## src/tvi_regs.svh

```systemverilog
// Offsets, field positions and reset values of the two-level vectored interrupt logic
`ifndef TVI_REGS_SVH
`define TVI_REGS_SVH

`define TVI_SRC_CNT         17
`define TVI_IDX_W           5
`define TVI_ADDR_W          8
`define TVI_GLOBAL_EN_BIT   7
`define TVI_BASIC_SRC_CNT   7
`define TVI_EXT_A_SRC_CNT   8
`define TVI_EXT_B_SRC_CNT   2

`define TVI_OFF_EN_BASIC    8'h00
`define TVI_OFF_EN_EXT_A    8'h04
`define TVI_OFF_EN_EXT_B    8'h08
`define TVI_OFF_PR_BASIC    8'h0C
`define TVI_OFF_PR_EXT_A    8'h10
`define TVI_OFF_PR_EXT_B    8'h14
`define TVI_OFF_PEND_SET    8'h18
`define TVI_OFF_PEND_CLR    8'h1C
`define TVI_OFF_STATUS      8'h20

`define TVI_VEC_BASE        16'h0003
`define TVI_VEC_SHIFT       3
`define TVI_HW_CLR_MASK     17'h0000F
`define TVI_REG8_RESET      8'h00

`define TVI_RESP_OKAY       2'h0
`define TVI_RESP_SLVERR     2'h2

`endif
```

## src/tvi_pkg.sv

```systemverilog
// Types shared by the interrupt logic modules
`include "tvi_regs.svh"
package tvi_pkg;

	typedef enum logic [3:0] {
		TVI_SEL_EN_BASIC,
		TVI_SEL_EN_EXT_A,
		TVI_SEL_EN_EXT_B,
		TVI_SEL_PR_BASIC,
		TVI_SEL_PR_EXT_A,
		TVI_SEL_PR_EXT_B,
		TVI_SEL_PEND_SET,
		TVI_SEL_PEND_CLR,
		TVI_SEL_STATUS,
		TVI_SEL_NONE
	} tvi_sel_type;

	typedef struct packed {
		logic [7:0]                 basic_irq_enable_reg;
		logic [7:0]                 extended_irq_enable_reg_a;
		logic [7:0]                 extended_irq_enable_reg_b;
		logic [7:0]                 basic_priority_reg;
		logic [7:0]                 extended_priority_reg_a;
		logic [7:0]                 extended_priority_reg_b;
		logic [`TVI_SRC_CNT-1:0]    pend;
		logic [1:0]                 active;
		logic                       hold;
		logic                       req;
		logic                       high;
		logic [15:0]                vec;
		logic [`TVI_IDX_W-1:0]      idx;
		logic                       aw_have;
		logic [`TVI_ADDR_W-1:0]     aw_addr;
		logic                       w_have;
		logic [31:0]                w_data;
		logic [3:0]                 w_strb;
		logic                       awready;
		logic                       wready;
		logic                       bvalid;
		logic [1:0]                 bresp;
		logic                       arready;
		logic                       rvalid;
		logic [31:0]                rdata;
		logic [1:0]                 rresp;
	} tvi_state_type;

endpackage

```

## src/tvi_pick_if.sv

```systemverilog
// Request vector and winner between the controller and its priority encoder
`timescale 1ns/100ps
`default_nettype none
interface tvi_pick_if #(
	parameter int N = 17
);
	logic [N-1:0] req;
	logic         found;
	logic [4:0]   idx;

	modport ctrl (output req, input found, input idx);
	modport pick (input req, output found, output idx);
endinterface
`default_nettype wire

```

## src/tvi_irq_ctrl.sv

```systemverilog
// Two-level vectored interrupt logic with an AXI4-Lite register slave
//
// Chosen here: register access over AXI4-Lite and the address map.
`timescale 1ns/100ps
`default_nettype none
`include "tvi_regs.svh"
module tvi_irq_ctrl (
	input  wire logic                        aclk,         // System clock
	input  wire logic                        aresetn,      // Synchronous reset, low
	input  wire logic [`TVI_ADDR_W-1:0]      awaddr,       // Write address
	input  wire logic [2:0]                  awprot,       // Write protection, unused
	input  wire logic                        awvalid,      // Write address valid
	output logic                             awready,      // Write address ready
	input  wire logic [31:0]                 wdata,        // Write data
	input  wire logic [3:0]                  wstrb,        // Write byte strobes
	input  wire logic                        wvalid,       // Write data valid
	output logic                             wready,       // Write data ready
	output logic [1:0]                       bresp,        // Write response
	output logic                             bvalid,       // Write response valid
	input  wire logic                        bready,       // Write response ready
	input  wire logic [`TVI_ADDR_W-1:0]      araddr,       // Read address
	input  wire logic [2:0]                  arprot,       // Read protection, unused
	input  wire logic                        arvalid,      // Read address valid
	output logic                             arready,      // Read address ready
	output logic [31:0]                      rdata,        // Read data
	output logic [1:0]                       rresp,        // Read response
	output logic                             rvalid,       // Read data valid
	input  wire logic                        rready,       // Read data ready
	input  wire logic [`TVI_SRC_CNT-1:0]     src_event,    // Source condition pulses
	input  wire logic                        instr_done,   // Core finished an instruction
	input  wire logic                        call_ack,     // Core starts the vector call
	input  wire logic                        return_from_interrupt_done,    // Core completed return
	output logic                             irq_req,      // Request to the core
	output logic [15:0]                      irq_vector,   // Vector address to call
	output logic                             irq_high,     // Request is high level
	output logic [`TVI_IDX_W-1:0]            irq_source    // Winning source position
);
	localparam int SRC = `TVI_SRC_CNT;

	localparam tvi_pkg::tvi_state_type RST = '{
		basic_irq_enable_reg:      `TVI_REG8_RESET,
		extended_irq_enable_reg_a: `TVI_REG8_RESET,
		extended_irq_enable_reg_b: `TVI_REG8_RESET,
		basic_priority_reg:        `TVI_REG8_RESET,
		extended_priority_reg_a:   `TVI_REG8_RESET,
		extended_priority_reg_b:   `TVI_REG8_RESET,
		awready:                   1'b1,
		wready:                    1'b1,
		arready:                   1'b1,
		default:                   '0
	};

	tvi_pkg::tvi_state_type s_q;
	tvi_pkg::tvi_state_type s_d;

	tvi_pick_if #(.N(SRC)) pick_bus ();

	tvi_pick #(
		.N (SRC)
	) u_pick (
		.p (pick_bus)
	);

	// Address decode, shared by the read and write paths
	function automatic tvi_pkg::tvi_sel_type reg_sel(input logic [`TVI_ADDR_W-1:0] a);
		unique case (a)
			`TVI_OFF_EN_BASIC: reg_sel = tvi_pkg::TVI_SEL_EN_BASIC;
			`TVI_OFF_EN_EXT_A: reg_sel = tvi_pkg::TVI_SEL_EN_EXT_A;
			`TVI_OFF_EN_EXT_B: reg_sel = tvi_pkg::TVI_SEL_EN_EXT_B;
			`TVI_OFF_PR_BASIC: reg_sel = tvi_pkg::TVI_SEL_PR_BASIC;
			`TVI_OFF_PR_EXT_A: reg_sel = tvi_pkg::TVI_SEL_PR_EXT_A;
			`TVI_OFF_PR_EXT_B: reg_sel = tvi_pkg::TVI_SEL_PR_EXT_B;
			`TVI_OFF_PEND_SET: reg_sel = tvi_pkg::TVI_SEL_PEND_SET;
			`TVI_OFF_PEND_CLR: reg_sel = tvi_pkg::TVI_SEL_PEND_CLR;
			`TVI_OFF_STATUS:   reg_sel = tvi_pkg::TVI_SEL_STATUS;
			default:           reg_sel = tvi_pkg::TVI_SEL_NONE;
		endcase
	endfunction

	// Gather per-source bits from the basic and the two extended registers
	function automatic logic [SRC-1:0] src_bits(
		input logic [7:0] basic,
		input logic [7:0] ext_a,
		input logic [7:0] ext_b
	);
		src_bits = {ext_b[`TVI_EXT_B_SRC_CNT-1:0], ext_a, basic[`TVI_BASIC_SRC_CNT-1:0]};
	endfunction

	// Byte strobes widened to one bit per pending flag
	function automatic logic [SRC-1:0] lane_mask(input logic [3:0] strb);
		lane_mask = '0;
		for (int i = 0; i < SRC; i++) begin
			lane_mask[i] = strb[i / 8];
		end
	endfunction

	function automatic logic [31:0] read_mux(
		input tvi_pkg::tvi_sel_type sel,
		input tvi_pkg::tvi_state_type s
	);
		read_mux = 32'h0000_0000;
		unique case (sel)
			tvi_pkg::TVI_SEL_EN_BASIC: read_mux[7:0] = s.basic_irq_enable_reg;
			tvi_pkg::TVI_SEL_EN_EXT_A: read_mux[7:0] = s.extended_irq_enable_reg_a;
			tvi_pkg::TVI_SEL_EN_EXT_B: read_mux[7:0] = s.extended_irq_enable_reg_b;
			tvi_pkg::TVI_SEL_PR_BASIC: read_mux[6:0] = s.basic_priority_reg[6:0];
			tvi_pkg::TVI_SEL_PR_EXT_A: read_mux[7:0] = s.extended_priority_reg_a;
			tvi_pkg::TVI_SEL_PR_EXT_B: read_mux[7:0] = s.extended_priority_reg_b;
			tvi_pkg::TVI_SEL_PEND_SET: read_mux[SRC-1:0] = s.pend;
			tvi_pkg::TVI_SEL_PEND_CLR: read_mux = 32'h0000_0000;
			tvi_pkg::TVI_SEL_STATUS:   read_mux = {
				16'h0000,
				3'h0, s.idx,
				3'h0, s.hold,
				s.high, s.req,
				s.active
			};
			tvi_pkg::TVI_SEL_NONE:     read_mux = 32'h0000_0000;
		endcase
	endfunction

	logic                 global_on;
	logic [SRC-1:0]       en_vec;
	logic [SRC-1:0]       pr_vec;
	logic [SRC-1:0]       live;
	logic [SRC-1:0]       live_high;
	logic [SRC-1:0]       live_low;
	logic                 any_high;
	logic                 eligible;
	logic [SRC-1:0]       sw_set;
	logic [SRC-1:0]       sw_clr;
	logic [SRC-1:0]       hw_clr;
	logic                 wr_fire;
	tvi_pkg::tvi_sel_type wr_sel;
	logic [SRC-1:0]       wr_lanes;

	always_comb begin
		s_d = s_q;

		global_on = s_q.basic_irq_enable_reg[`TVI_GLOBAL_EN_BIT];
		en_vec    = src_bits(s_q.basic_irq_enable_reg, s_q.extended_irq_enable_reg_a,
			s_q.extended_irq_enable_reg_b);
		pr_vec    = src_bits(s_q.basic_priority_reg, s_q.extended_priority_reg_a,
			s_q.extended_priority_reg_b);

		// Disabled or globally blocked flags never reach the encoder
		live      = s_q.pend & en_vec & {SRC{global_on}};
		live_high = live & pr_vec;
		live_low  = live & ~pr_vec;
		any_high  = |live_high;
		pick_bus.req = any_high ? live_high : live_low;

		// High may enter unless high already runs; low only when idle
		if (any_high) begin
			eligible = !s_q.active[1];
		end else begin
			eligible = (s_q.active == 2'b00);
		end

		// Registered request: one cycle of detect, refreshed every cycle.
		// A flag disabled in this cycle can still be seen by a core that
		// reaches its boundary next cycle; a longer instruction sees it gone.
		s_d.req  = pick_bus.found && eligible && !s_q.hold && !call_ack;
		s_d.high = any_high;
		s_d.idx  = pick_bus.idx;
		s_d.vec  = `TVI_VEC_BASE + (16'(pick_bus.idx) << `TVI_VEC_SHIFT);

		// Vector call taken by the core
		hw_clr = '0;
		if (call_ack && s_q.req) begin
			if (s_q.high) begin
				s_d.active[1] = 1'b1;
			end else begin
				s_d.active[0] = 1'b1;
			end
			hw_clr[s_q.idx] = 1'(`TVI_HW_CLR_MASK >> s_q.idx);
		end

		// One more instruction must finish after a return before re-entry
		if (instr_done) begin
			s_d.hold = 1'b0;
		end
		if (return_from_interrupt_done) begin
			s_d.hold = 1'b1;
			if (s_q.active[1]) begin
				s_d.active[1] = 1'b0;
			end else begin
				s_d.active[0] = 1'b0;
			end
		end

		// Write channel: address and data taken in either order
		if (awvalid && s_q.awready) begin
			s_d.aw_have = 1'b1;
			s_d.aw_addr = awaddr;
			s_d.awready = 1'b0;
		end
		if (wvalid && s_q.wready) begin
			s_d.w_have = 1'b1;
			s_d.w_data = wdata;
			s_d.w_strb = wstrb;
			s_d.wready = 1'b0;
		end

		wr_fire  = s_q.aw_have && s_q.w_have && !s_q.bvalid;
		wr_sel   = reg_sel(s_q.aw_addr);
		wr_lanes = lane_mask(s_q.w_strb);
		sw_set   = '0;
		sw_clr   = '0;
		if (wr_fire) begin
			s_d.bvalid = 1'b1;
			s_d.bresp  = `TVI_RESP_OKAY;
			unique case (wr_sel)
				tvi_pkg::TVI_SEL_EN_BASIC: begin
					if (s_q.w_strb[0]) begin
						s_d.basic_irq_enable_reg = s_q.w_data[7:0];
					end
				end
				tvi_pkg::TVI_SEL_EN_EXT_A: begin
					if (s_q.w_strb[0]) begin
						s_d.extended_irq_enable_reg_a = s_q.w_data[7:0];
					end
				end
				tvi_pkg::TVI_SEL_EN_EXT_B: begin
					if (s_q.w_strb[0]) begin
						s_d.extended_irq_enable_reg_b = s_q.w_data[7:0];
					end
				end
				tvi_pkg::TVI_SEL_PR_BASIC: begin
					if (s_q.w_strb[0]) begin
						s_d.basic_priority_reg = {1'b0, s_q.w_data[6:0]};
					end
				end
				tvi_pkg::TVI_SEL_PR_EXT_A: begin
					if (s_q.w_strb[0]) begin
						s_d.extended_priority_reg_a = s_q.w_data[7:0];
					end
				end
				tvi_pkg::TVI_SEL_PR_EXT_B: begin
					if (s_q.w_strb[0]) begin
						s_d.extended_priority_reg_b = s_q.w_data[7:0];
					end
				end
				tvi_pkg::TVI_SEL_PEND_SET: begin
					sw_set = s_q.w_data[SRC-1:0] & wr_lanes;
				end
				tvi_pkg::TVI_SEL_PEND_CLR: begin
					sw_clr = s_q.w_data[SRC-1:0] & wr_lanes;
				end
				tvi_pkg::TVI_SEL_STATUS: begin
					s_d.bresp = `TVI_RESP_OKAY;
				end
				tvi_pkg::TVI_SEL_NONE: begin
					s_d.bresp = `TVI_RESP_SLVERR;
				end
			endcase
		end
		if (s_q.bvalid && bready) begin
			s_d.bvalid  = 1'b0;
			s_d.aw_have = 1'b0;
			s_d.w_have  = 1'b0;
			s_d.awready = 1'b1;
			s_d.wready  = 1'b1;
		end

		// Clears first, then sets, so an event in the clear cycle survives
		s_d.pend = (s_q.pend & ~sw_clr & ~hw_clr) | sw_set | src_event;

		// Read channel: one outstanding read, answered the cycle after it is taken
		if (arvalid && s_q.arready) begin
			s_d.arready = 1'b0;
			s_d.rvalid  = 1'b1;
			s_d.rdata   = read_mux(reg_sel(araddr), s_q);
			s_d.rresp   = (reg_sel(araddr) == tvi_pkg::TVI_SEL_NONE) ? `TVI_RESP_SLVERR : `TVI_RESP_OKAY;
		end
		if (s_q.rvalid && rready) begin
			s_d.rvalid  = 1'b0;
			s_d.arready = 1'b1;
		end
	end

	// Reset clears every request and priority before any source is seen
	always_ff @(posedge aclk) begin
		if (!aresetn) begin
			s_q <= RST;
		end else begin
			s_q <= s_d;
		end
	end

	assign awready    = s_q.awready;
	assign wready     = s_q.wready;
	assign bvalid     = s_q.bvalid;
	assign bresp      = s_q.bresp;
	assign arready    = s_q.arready;
	assign rvalid     = s_q.rvalid;
	assign rdata      = s_q.rdata;
	assign rresp      = s_q.rresp;
	assign irq_req    = s_q.req;
	assign irq_vector = s_q.vec;
	assign irq_high   = s_q.high;
	assign irq_source = s_q.idx;

endmodule // tvi_irq_ctrl
`default_nettype wire

```

## src/tvi_pick.sv

```systemverilog
// Fixed-order priority encoder: lowest source position wins
`timescale 1ns/100ps
`default_nettype none
module tvi_pick #(
	parameter int N = 17
) (
	tvi_pick_if.pick p	// Request vector in, winner out
);
	always_comb begin
		p.found = 1'b0;
		p.idx   = 5'h00;
		for (int i = N - 1; i >= 0; i--) begin
			if (p.req[i]) begin
				p.found = 1'b1;
				p.idx   = 5'(i);
			end
		end
	end
endmodule // tvi_pick
`default_nettype wire

```

## config.mk

```make
export PLATFORM = sky130hd
export DESIGN_NAME = tvi_irq_ctrl
export DESIGN_NICKNAME = d
export VERILOG_FILES = /design/src/tvi_pkg.sv /design/src/tvi_pick_if.sv /design/src/tvi_irq_ctrl.sv /design/src/tvi_pick.sv
export VERILOG_INCLUDE_DIRS = /design/src
export SDC_FILE = /design/constraint.sdc
export NUM_CORES = 1
export LEC_CHECK = 0
export ABC_AREA = 0
export BUFFER_PORTS_ARGS = -buffer_cell sky130_fd_sc_hd__clkbuf_2
export CAP_MARGIN = 20
export CORE_ASPECT_RATIO = 0.6
export CORE_MARGIN = 4
export CORE_UTILIZATION = 31
export CTS_BUF_LIST = sky130_fd_sc_hd__clkbuf_16
export DETAILED_ROUTE_END_ITERATION = 8
export PLACE_DENSITY = 0.63
export REMOVE_ABC_BUFFERS = 1
export SYNTH_ARGS = -nofsm -noshare
export SYNTH_HDL_FRONTEND = slang
export SYNTH_SLANG_ARGS = --single-unit
```

## constraint.sdc

```tcl
create_clock -name aclk -period 5.3 [get_ports aclk]
set_clock_uncertainty 0.05 [all_clocks]
set_input_delay 0.795 -clock aclk [delete_from_list [all_inputs] [get_ports aclk]]
set_output_delay 0.795 -clock aclk [all_outputs]
set_load 0.05 [all_outputs]
```

== Word level (Yosys, flattened, before mapping) ==
Cells that the tools add are included.

* Register bits after elaboration: 146
* Input bits: 85
* Output and inout bits: 64
* Word-level logic and storage cells: 167

* $add $sub $neg: 1
* $lt $le $gt $ge: 2
* Equal/unequal tests: 33
* Shift-type cells: 1
* Muxes and demuxes: 58
* Bitwise logic cells: 14
* Reductions and logical operators: 32

{| class="wikitable"
|+ Operators by type and width
! cell !! count
|-
| AND 17 bit || 8
|-
| 2-to-1 mux 17 bit || 6
|-
| 2-to-1 mux 5 bit || 17
|-
| one-hot mux 4 bit (9 select lines) || 2
|-
| equality test 8 x 5 -> 1 bit (second input constant) || 8
|-
| one-hot mux 7 bit (9 select lines) || 1
|-
| NOT 17 bit || 3
|-
| bitwise OR 17 bit || 2
|-
| equality test 4 x 3 -> 1 bit (second input constant) || 8
|-
| equality test 8 x 4 -> 1 bit (second input constant) || 4
|-
| 2-to-1 mux 1 bit || 24
|-
| one-hot mux 9 bit (2 select lines) || 1
|-
| AND reduction 3 bit || 6
|-
| OR reduction 17 bit || 1
|-
| equality test 4 x 2 -> 1 bit (second input constant) || 4
|-
| equality test 8 x 3 -> 1 bit (second input constant) || 2
|-
| equality test 8 x 6 -> 1 bit (second input constant) || 2
|-
| zero test 8 bit || 2
|-
| equality test 4 bit (second input constant) || 3
|-
| logical AND 1 bit || 12
|-
| adder 2 x 8 -> 9 bit (first input constant) || 1
|-
| equality test 4 x 1 -> 1 bit (second input constant) || 2
|-
| zero test 4 bit || 2
|-
| less-than comparator 5 x 6 -> 1 bit (second input constant) || 1
|-
| other kinds (12) || 19
|}

== Longest topological paths before layout ==
Gate-level depths: netlist (run 1).

* Depth in word-level cells: 25
* Depth in mapped cells: 11
* Gate-level depth less buffers: 8

== By module ==
Synthesis (run 1) repeated with hierarchy kept, for this count alone.

* Cells, all modules: 768
* Area total of the unflattened synthesis: 6,392.4 um^2

{| class="wikitable"
|+ Modules (own cells, without submodules)
! module !! instances !! cells an instance !! area an instance (um^2) !! seq. area each (um^2)
|-
| tvi_irq_ctrl || 1 || 733 || 6,202.2 || 2,582.5
|-
| tvi_pick || 1 || 35 || 190.2 || 0.0
|}

== Worst setup path before layout (run 1) ==
Ideal clock, no wire load.

* Kind: input -> register
* Start point: input port araddr[7]
* End point: register s_q (netlist bit rdata[0])
* Setup time: 0.065 ns
* Arrival time: 2.477 ns
* Data required time: 5.185 ns
* Path slack: 2.707 ns
* Stages: 8
* Buffers on the path: 1
* Cell sequence: nor4_1 > nand2b_1 > clkbuf_1 > nor4_1 > a32oi_1 > a311oi_1 > a21oi_1 > nor2b_1

* Longest elaborated chain between the ends: 6
* Elaborated cells between the ends (all ways): 23
* Classes of those cells: 17 x eq/ne; 3 x mux; 3 x reduce/logical

{| class="wikitable"
|+ Ends and longest elaborated chain
! item !! line !! text
|-
| from (decl) || tvi_irq_ctrl.sv:21 || <nowiki>input wire logic [`TVI_ADDR_W-1:0] araddr,</nowiki>
|-
| equality test 8 x 6 -> 1 bit, or another cell as far along || tvi_irq_ctrl.sv:66 || <nowiki>unique case (a)</nowiki>
|-
| one-hot mux 4 bit (9 select lines) (*) || tvi_irq_ctrl.sv:66 ||
|-
| 2-to-1 mux 4 bit (*) || tvi_irq_ctrl.sv:270 || <nowiki>if (arvalid && s_q.arready) begin</nowiki>
|-
| equality test 4 bit / equality test 4 x 3 -> 1 bit (equally long branches) || tvi_irq_ctrl.sv:102 || <nowiki>unique case (sel)</nowiki>
|-
| OR reduction 2 bit (no line) || -- ||
|-
| one-hot mux 7 bit (9 select lines) (*) || tvi_irq_ctrl.sv:102 ||
|-
| to (signal assigned) || tvi_irq_ctrl.sv:285 || <nowiki>s_q <= RST;</nowiki>
|-
| to (signal assigned) || tvi_irq_ctrl.sv:287 || <nowiki>s_q <= s_d;</nowiki>
|-
| to (decl) || tvi_irq_ctrl.sv:53 || <nowiki>tvi_pkg::tvi_state_type s_q;</nowiki>
|}

Every way passes the cells marked *; elsewhere a longest branch is shown, timed or not. The select of a mux whose other input is x is not followed.
A chain may end at the register's enable or synchronous reset.

== Final worst setup path (run 1) ==
* Start point: input port araddr[7]
* End point: register s_q (netlist bit rdata[11])

* Longest elaborated chain between the ends: 5
* Elaborated cells between the ends (all ways): 14
* Classes of those cells: 10 x eq/ne; 3 x mux; 1 x reduce/logical

{| class="wikitable"
|+ Ends and longest elaborated chain
! item !! line
|-
| equality test 8 x 6 -> 1 bit, or another cell as far along || tvi_irq_ctrl.sv:66
|-
| one-hot mux 4 bit (9 select lines) (*) || tvi_irq_ctrl.sv:66
|-
| 2-to-1 mux 4 bit (*) || tvi_irq_ctrl.sv:270
|-
| equality test 4 bit / equality test 4 x 3 -> 1 bit (equally long branches) || tvi_irq_ctrl.sv:102
|-
| one-hot mux 9 bit (2 select lines) (*) || tvi_irq_ctrl.sv:102
|}

Marked as above.

==> flow_metrics.tcl, run 1 <==
set metrics [dict create \
    status "complete, no violations" \
    final_util_pct 36.4 \
    worst_skew_pair.late_latency_ns 0.42 \
    cts_tree "yes" \
    wirelength_mm 20.1 \
    ys_types 62 \
    synth_seq_cells 129 \
    cts_setup_buffers 0 \
    synth.most_common_cell "dfxtp_1" \
    hold_path_depth 2 \
    endpoint_kind "register" \
    syn_inst 739 \
    clk_pin_slew_ns 0.05 \
    place.gp.congestion 0.951 \
    initial_core_util_pct 32.2 \
    crit_fanout 11 \
    synthTopCellsByArea "dfxtp_1, mux2i_1, nor2b_1" \
    cts-htree-levels 4 \
    ant_nets 0 \
    synth-edff-count 0 \
    drive_gt1_share_pct 19.4 \
    placedCellCount 1034 \
    cts_buffer_depth 2 \
    fin_crit_sh_pct 61.6 \
    min_from "rdata[14]" \
    max_clock_freq_mhz 306 \
    wl_per_cell_um 18.9 \
    yosys.area.top_type "dfxtp_1" \
    drt-initial-drc-count 410 \
    vias_per_cell 5.26 \
    p_per_area_nw_per_um2 317 \
    chipWidth_um 196 \
    crit_required_ns 5.59 \
    ir_drop_mv 0.228 \
    core_area_sq_um 20400 \
    cp_data_arrival_time_ns 3.55 \
    relSlewSlack_pct 32.4 \
    grt_pass1_wl_mm 30.6 \
    fin_tns_setup_ns 0 \
    leakagePower_nw 3.00 \
    min_path_type "reg2reg" \
    regArea_sq_um 2580 \
    placed_area_sq_um 6900 \
    netlist_area_sq_um 6580 \
    ys_warn_count 0 \
    worstHoldEndpoint "rdata[14]" \
    grt_use_total_pct 16.9 \
    cts-root-buf "clkbuf_16" \
    async_flop_share_pct 0 \
    design_area_sq_um 7430 \
    fill_cells 2098 \
    rr_endpoint "irq_source[1]" \
    r2r_cells 9 \
    period_needed_ns 3.26 \
    ys.flop_type "dfxtp_1" \
    hold_viol 0 \
    multi_input_area_sq_um 3410 \
    layout_setup_ws_ns 2.04 \
    critPathLaunch "araddr[7]" \
    hold_slack_ns 0.410 \
    r2r-start "global_on" \
    dieArea_sq_um 23700 \
    final_nets 865 \
    cts_resized 0 \
    finalMaxSlewViolations 0 \
    setup_viol 0 \
    avgSynthCellArea_sq_um 8.90 \
    port_buffers 100 \
    cap_violations 0 \
    io_pins 149 \
    rows 40 \
    grt_max_degree 66 \
    numCtsBuffers 17 \
    path_class "in2reg" \
    reg2reg_slack_ns 2.16 \
    die_height_um 121 \
    cp-start-kind "input pin" \
    fin_cells 1063 \
    ys_seq_area_share_pct 39.3 \
    n_antenna_cell 0 \
    num_vias 5591 \
    rsz0062_at_grt "no" \
    synth_top_area_share_pct 39.3 \
    antenna_found_initial 0 \
    dr.pass1.iters 5 \
    grt-ovfl-total 0 \
    cts_hold_buffers 0 \
    syn_to_final_growth_pct 13.1 \
    netlist_top_cells_count "dfxtp_1, nand2_1, nor2b_1, buf_4, mux2i_1" \
    drcViolationCount 0 \
    grt_pass1_vias 5124 \
    clock_sinks 129 \
    worst_slew_pin_slew_ns 1.01 \
    dp_hpwl_mm 14.7 \
    finalPower_mw 2.36 \
    pre_cts_ws_ns 1.68 \
]
[final cells by class]
| cell class | count | share of cell area, % |
|---|---|---|
| Multi-Input combinational cell | 519 | 45.8 |
| Sequential cell | 129 | 34.7 |
| Timing Repair Buffer | 106 | 7.34 |
| Clock buffer | 17 | 5.72 |
| Tap cell | 273 | 4.60 |
| Clock inverter | 12 | 1.41 |
| Inverter | 7 | 0.353 |
[power breakdown]
part	internal (mW)	switching (mW)
Clock	0.670	0.423
Combinational	0.0682	0.152
Sequential	1.00	0.0446
Total	1.74	0.619
[sequential cells by signal, summed over array words and instances, names as in the netlist]
signal and count:
wready 1, rdata 17, irq_vector 2, bresp 1, pr_vec 17, irq_high 1
arready 1, bvalid 1, rresp 1, global_on 1, irq_source 4, s_q 62
rvalid 1, awready 1, irq_req 1, en_vec 17
[logic make-up (layout without fill, tap and decap cells)]
| kind of cell | after synthesis | after routing | share of synthesized area (%) |
|---|---|---|---|
| AND/OR/NAND/NOR | 290 | 290 | 24.4 |
| AO/OA/AOI/OAI | 144 | 144 | 16.6 |
| flip-flops | 129 | 129 | 39.3 |
| buffers and inverters | 116 | 142 | 10.4 |
| multiplexers | 59 | 59 | 9.27 |
| other | 1 | 26 | 0.0570 |
[worst max-delay path: stages]
cell and delay (ns):
clkbuf_2 0.08, nor4_1 0.56, nand2b_1 0.32, nand2b_1 0.47
nor2_1 0.89, a221oi_1 0.22, nor3b_1 0.21
[worst max path at each step]
stage	slack, ns	to	cells after the start
floorplan	2.69	irq_vector[7]	8
global route	1.85	rdata[8]	7
global placement	1.71	rdata[11]	7
detailed placement	1.68	rdata[11]	7
CTS	2.10	rdata[11]	7
finish	2.04	rdata[11]	7
[layer usage]
layer / up-vias / share of wire [%] / track usage, %
met5: - / 0 / 0
met4: 0 / 0.85 / 3.84
met3: 18 / 13 / 7.74
met2: 280 / 35 / 20.6
met1: 2651 / 51 / 25.9
li1: 2642 / - / -
[cell usage in the layout, fill, tap and decap left out, drive strengths merged, types with 18 or more instances in the layout]
cell	count
dfxtp	129
clkbuf	117
nand2	85
nor2b	71
mux2i	53
a21boi	40
conb	26
nor2	26
a221oi	25
nand3	22
nand4	22
a21oi	18
No activity file was read; power rests on OpenSTA's default activity.
==> inputs of run 2 (changes only) <==
--- a/config.mk
+++ b/config.mk
@@ -6,7 +6,7 @@
 export SDC_FILE = /design/constraint.sdc
 export NUM_CORES = 1
 export LEC_CHECK = 0
-export ABC_AREA = 0
+export ABC_AREA = 1
 export BUFFER_PORTS_ARGS = -buffer_cell sky130_fd_sc_hd__clkbuf_2
 export CAP_MARGIN = 20
 export CORE_ASPECT_RATIO = 0.6
==> constraint.sdc (replaced) <==
create_clock -name aclk -period 3.1 [get_ports aclk]
set_clock_uncertainty 0.05 [all_clocks]
set_input_delay 0.465 -clock aclk [delete_from_list [all_inputs] [get_ports aclk]]
set_output_delay 0.465 -clock aclk [all_outputs]
set_load 0.05 [all_outputs]
==> run 2 against run 1 <==
Effect of this change:
- core utilization about the same
- first-iteration DRC count increased by 38%
- non-clock buffer count grew 16
- sequential cell count stayed put
- synthesized area grew 0.53%
- routed wire length rose by 11%
- clock power rose by 65%
- highest routed layer unchanged
- die area is 0.50% higher
- register-to-register slack worse by 1.7 ns
- sequential share of layout area decreased by 0.94 points
- largest power group unchanged
==> flow_metrics.tcl, run 2 <==
set metrics [dict create \
    syn_inst 918 \
    synthSimpleGateAreaFrac_pct 22.8 \
    ys_types 50 \
    grt_use_total_pct 18.9 \
    die_height_um 121 \
    grt_max_degree 93 \
    cts-root-buf "clkbuf_16" \
    chipWidth_um 197 \
    wirelength_mm 22.4 \
    ys_warn_count 0 \
    path_class "reg2reg" \
    dr.pass1.iters 5 \
    crit_buf_inv 3 \
    wl_per_cell_um 17.4 \
    cap_violations 0 \
    rows 41 \
    final_nets 1079 \
    netlist_top_cells_count "dfxtp_1, nand2_1, inv_1, nor2_1, o21ai_0" \
    worst_skew_pair.late_latency_ns 0.42 \
    antenna_found_initial 0 \
    use_met3_pct 4.66 \
    gr-usage-met2_pct 25.0 \
    ant_nets 0 \
    numCtsBuffers 17 \
    drive_gt1_share_pct 18.3 \
    final_cell_mix "dfxtp_1, nand2_1, inv_1" \
    cts_setup_buffers 0 \
    synth.most_common_cell "dfxtp_1" \
    hold_viol 0 \
    path_cells "buf_12 > nand3_1 > nor2_1 > nor2_1 > nand2_1 > nor2_1 > nand3_2 > inv_2 > nand2_1 > nand2_1 > inv_1 > nand2_1 > nand2_1 > nand2_1 > nand2_1 > nand2_1 > nand2_1 > nand2_1 > nand2_1 > nand2_1 > nand2_1 > nand2_1 > a21oi_2" \
    period_needed_ns 2.64 \
    synthAdderAreaFrac_pct 0 \
    clk_pin_slew_ns 0.06 \
    fin_tns_setup_ns 0 \
    finalMaxSlewViolations 0 \
    grt_pass1_vias 5979 \
    crit_required_ns 3.36 \
    drt-initial-drc-count 567 \
    crit_fanout 22 \
    synth_top_family_by_area "simple AND/OR/NAND/NOR gates" \
    power_frac_comb_pct 11.1 \
    synthTopCellsByArea "dfxtp_1, o21ai_0, a21oi_1" \
    cts-htree-levels 4 \
    io_pins 149 \
    cp-start-kind "register" \
    slowest_delay_ns 0.39 \
    leakagePower_nw 3.36 \
    muxShareOfSynthArea_pct 0 \
    relSlewSlack_pct 42.2 \
    fin_crit_sh_pct 85.2 \
    grt-ovfl-total 0 \
    avgSynthCellArea_sq_um 7.20 \
    cts_tree "yes" \
    setup_viol 0 \
    placedCellCount 1254 \
    top_register "s_q" \
    critPathTopFamily "simple AND/OR/NAND/NOR gates" \
    power.switching_mw 1.12 \
    synth_seq_cells 129 \
    ys.flop_type "dfxtp_1" \
    ir_drop_mv 0.378 \
    port_buffers 100 \
    worst_path_most_repeated_cell "nand2_1" \
    yosys.area.top_type "dfxtp_1" \
    p_clk_share_pct 44.6 \
    top_usage_layer "met1" \
    synth_top_area_share_pct 39.1 \
    ys_seq_area_share_pct 39.1 \
    async_flop_share_pct 0 \
    syn_to_final_growth_pct 15.6 \
    worst_slew_pin_slew_ns 0.867 \
    pwr-share-seq_pct 44.3 \
    rsz0062_at_grt "no" \
    num_vias 6443 \
    synth_xor_area_share_pct 0 \
    worstHoldEndpoint "s_q[123]" \
    cp_data_arrival_time_ns 2.91 \
    dieArea_sq_um 23800 \
    min_from "src_event[10]" \
    swShare_pct 27.8 \
    vias_per_cell 5.01 \
    critPathSlowestCell "dfxtp_1" \
    core_area_sq_um 21000 \
    cts_buffer_depth 2 \
    netlist_area_sq_um 6610 \
    max_clock_freq_mhz 378 \
    hold_path_depth 3 \
    endpoint_kind "register" \
    cts_resized 0 \
    largest_reg_flops 62 \
    fin_cells 1285 \
    rr_endpoint "irq_source[0]" \
    status "complete, no violations" \
    clock_sinks 129 \
    dp_hpwl_mm 16.6 \
    grt_pass1_wl_mm 34.4 \
    cts_hold_buffers 0 \
    use_met1_pct 30.1 \
    initial_core_util_pct 31.5 \
    min_path_type "in2reg" \
    synth-edff-count 0 \
    drcViolationCount 0 \
    p_int_mw 2.90 \
    final_common_cell "dfxtp_1" \
    reg2reg_slack_ns 0.46 \
    r2r_cells 23 \
    r2r-start "global_on" \
    p_per_area_nw_per_um2 526 \
    place.gp.congestion 0.971 \
    synth_compound_area_share_pct 22.0 \
]
-- run 2: changes by cell type in the layout (fill, tap and decap cells not counted), moves of 14 or more --
cell | previous run | this run
mux2i_1 | 53 | 0
buf_4 | 6 | 21
nor2b_1 | 71 | 0
nand2_1 | 85 | 122
and3_1 | 14 | 0
a21oi_1 | 18 | 95
nor2_1 | 25 | 102
o21ai_0 | 15 | 98
a21boi_0 | 40 | 1
a221oi_1 | 24 | 4
nor3_1 | 6 | 20
inv_1 | 10 | 111
-- run 2: power groups by stage --
stage,combinational [mW],sequential (mW),clock [mW]
after global placement,0.438,1.81,0
after CTS,0.444,1.78,1.81
after floorplan,0.252,1.84,0
final,0.445,1.78,1.80
after global routing,0.493,1.79,1.89
after detailed placement,0.443,1.81,0
-- run 2: cells by family after synthesis --
| family | after synthesis |
|---|---|
| AOI/OAI and AO/OA | 258 |
| buffers and inverters | 213 |
| DFF | 129 |
| other | 1 |
| and+or+nand+nor | 317 |
-- run 2: stage by stage --
step                      util, %  power (mW)  instance area, sq um  setup WS, ns  hold slack (ns)
after floorplan                 -        2.09                  6100         0.700            0.373
after global placement       34.0        2.25                  7130         0.534            0.399
after detailed placement     34.0        2.26                  7130         0.535            0.398
after CTS                    36.4        4.04                  7640         0.517            0.205
after global routing         36.4        4.17                  7640         0.157            0.216
final                        36.4        4.02                  7640         0.458            0.213
-- run 2: layout make-up --
type	instances	area (sq um)
tap	279	349
fill	2270	13300
inverter	123	462
clock inverter	13	83.8
timing repair buffer	122	678
multi-input combinational	601	3060
antenna	1	2.50
sequential	129	2580
clock buffer	17	425
-- run 2: worst max-delay path by stage --
stage	start	end	slack, ns	cells after the start
after CTS	global_on	irq_source[0]	0.52	23
final	global_on	irq_source[0]	0.46	23
after detailed placement	global_on	irq_source[0]	0.54	23
after global routing	global_on	irq_source[0]	0.16	23
after global placement	global_on	irq_source[0]	0.53	23
after floorplan	bvalid	pr_vec[0]	0.70	7
-- run 2: layer usage --
layer  part of all wire [%]  up-vias
met1                     51     2991
met5                      0        -
met3                    9.4       24
met2                     38      275
li1                       -     3153
met4                    1.0        0
-- run 2: worst min-delay path: cells and delay by family --
kind            cells  cell delay [ns]
buf+inv             2             0.12
compound gates      1             0.06
==> inputs of run 3 (changes only) <==
--- a/config.mk
+++ b/config.mk
@@ -14,8 +14,8 @@
 export CORE_UTILIZATION = 31
 export CTS_BUF_LIST = sky130_fd_sc_hd__clkbuf_16
 export DETAILED_ROUTE_END_ITERATION = 8
-export PLACE_DENSITY = 0.63
 export REMOVE_ABC_BUFFERS = 1
+export SLEW_MARGIN = 20
 export SYNTH_ARGS = -nofsm -noshare
 export SYNTH_HDL_FRONTEND = slang
 export SYNTH_SLANG_ARGS = --single-unit
==> run 3 against run 2 <==
Effect of this change:
- sequential cell count stayed put
- fmax is 3.3% higher
- register-to-register slack better by 0.08 ns
- sequential power hardly changed
- global-route usage is 0.18 points higher
- critical path type unchanged
==> flow_metrics.tcl, run 3 (synthesized netlist as in run 2, its figures left out) <==
set metrics [dict create \
    status "complete, no violations" \
    r2r-start "global_on" \
    pre_cts_ws_ns 0.595 \
    worstHoldEndpoint "s_q[115]" \
    placed_area_sq_um 7140 \
    syn_to_final_growth_pct 16.3 \
    fin_crit_sh_pct 82.5 \
    grt-ovfl-total 0 \
    numCtsBuffers 17 \
    cap_violations 0 \
    wl_per_cell_um 17.5 \
    fin_cells 1284 \
    crit_required_ns 3.37 \
    initial_core_util_pct 31.5 \
    grt_use_total_pct 19.1 \
    die_height_um 121 \
    largest_reg_flops 62 \
    cts_buffer_depth 2 \
    cts_resized 0 \
    core_area_sq_um 21000 \
    final_common_cell "dfxtp_1" \
    min_from "src_event[2]" \
    finalMaxSlewViolations 0 \
    top_register "s_q" \
    setup_viol 0 \
    n_antenna_cell 0 \
    min_path_type "in2reg" \
    endpoint_kind "register" \
    cts_setup_buffers 0 \
    max_clock_freq_mhz 391 \
    r2r_cells 23 \
    ir_drop_mv 0.357 \
    leakagePower_nw 3.38 \
    worst_path_most_repeated_cell "nand2_1" \
    final_cell_mix "dfxtp_1, nand2_1, inv_1" \
    cts-htree-levels 4 \
    path_class "reg2reg" \
    final_util_pct 36.7 \
    port_buffers 100 \
    io_pins 149 \
    cts_hold_buffers 0 \
    relSlewSlack_pct 42.1 \
    reg2reg_slack_ns 0.54 \
    place.gp.congestion 0.966 \
    design_area_sq_um 7690 \
    hold_viol 0 \
    drive_gt1_share_pct 18.4 \
    cp_data_arrival_time_ns 2.83 \
    slowest_delay_ns 0.33 \
    clock_sinks 129 \
    final_nets 1080 \
    rows 41 \
    wirelength_mm 22.5 \
    dr.pass1.iters 5 \
    hold_path_depth 3 \
    cp-start-kind "register" \
    ant_nets 0 \
    cts-root-buf "clkbuf_16" \
    critPathSlowestCell "dfxtp_1" \
    period_needed_ns 2.56 \
    crit_fanout 28 \
    drcViolationCount 0 \
    critPathTopFamily "simple AND/OR/NAND/NOR gates" \
    finalPower_mw 4.18 \
    path_cells "buf_12 > nand3_1 > nor2_1 > nor2_1 > nand2_1 > nor2_1 > nand3_2 > inv_2 > nand2_1 > nand2_1 > inv_1 > nand2_1 > nand2_1 > nand2_1 > nand2_1 > nand2_1 > nand2_1 > nand2_1 > nand2_1 > nand2_1 > nand2_1 > nand2_1 > a21oi_2" \
    layout_setup_ws_ns 0.542 \
    antenna_found_initial 0 \
    hold_slack_ns 0.204 \
    worst_slew_pin_slew_ns 0.869 \
    drt-initial-drc-count 557 \
    worst_skew_pair.late_latency_ns 0.42 \
    dieArea_sq_um 23800 \
    grt_pass1_vias 6090 \
    rsz0062_at_grt "no" \
    cp.depth 23 \
    p_per_area_nw_per_um2 543 \
    num_vias 6381 \
    crit_buf_inv 3 \
    fin_tns_setup_ns 0 \
    clk_pin_slew_ns 0.06 \
    grt_max_degree 93 \
    grt_pass1_wl_mm 34.5 \
    cts_tree "yes" \
    placedCellCount 1255 \
    chipWidth_um 197 \
    dp_hpwl_mm 16.8 \
    rr_endpoint "irq_source[0]" \
    vias_per_cell 4.97 \
]
run 3: cell type report:
type / count / area, sq um
flip-flops and latches: 129 / 2580
repair buffers: 123 / 686
clock buffers: 17 / 425
fillers: 2250 / 13300
clock inverters: 12 / 128
inverters: 123 / 462
well taps: 279 / 349
multi-input cells: 601 / 3060
run 3: worst max-delay path by stage:
stage                    end  slack [ns]      start
5_1_grt        irq_source[0]        0.34  global_on
4_1_cts        irq_source[0]        0.62  global_on
6_report       irq_source[0]        0.54  global_on
3_5_place_dp        rdata[4]        0.60  araddr[7]
3_3_place_gp        rdata[4]        0.62  araddr[7]
2_1_floorplan      pr_vec[0]        0.70     bvalid
run 3: worst register-to-register path, delay by kind of cell, from the launching register on:
kind	cells	cell delay, ns
AOI/OAI and AO/OA	1	0.05
buffers and inverters	3	0.52
and+or+nand+nor	19	1.50
DFF	1	0.33
run 3: routing by layer:
layer  track usage [%]  wire, um  part of all wire, %  up-vias
li1                  -         -                    -     3155
met1              28.6     11300                   50     2939
met2              26.2      8730                   39      269
met3              6.91      2340                   10       18
met4              3.31       166                 0.74        0
met5                 0         0                    0        -
run 3: power by group:
group	leakage, nW	internal, mW	switching [mW]
clock network	0.281	1.23	0.724
logic	2.04	0.114	0.334
registers	1.05	1.72	0.0561
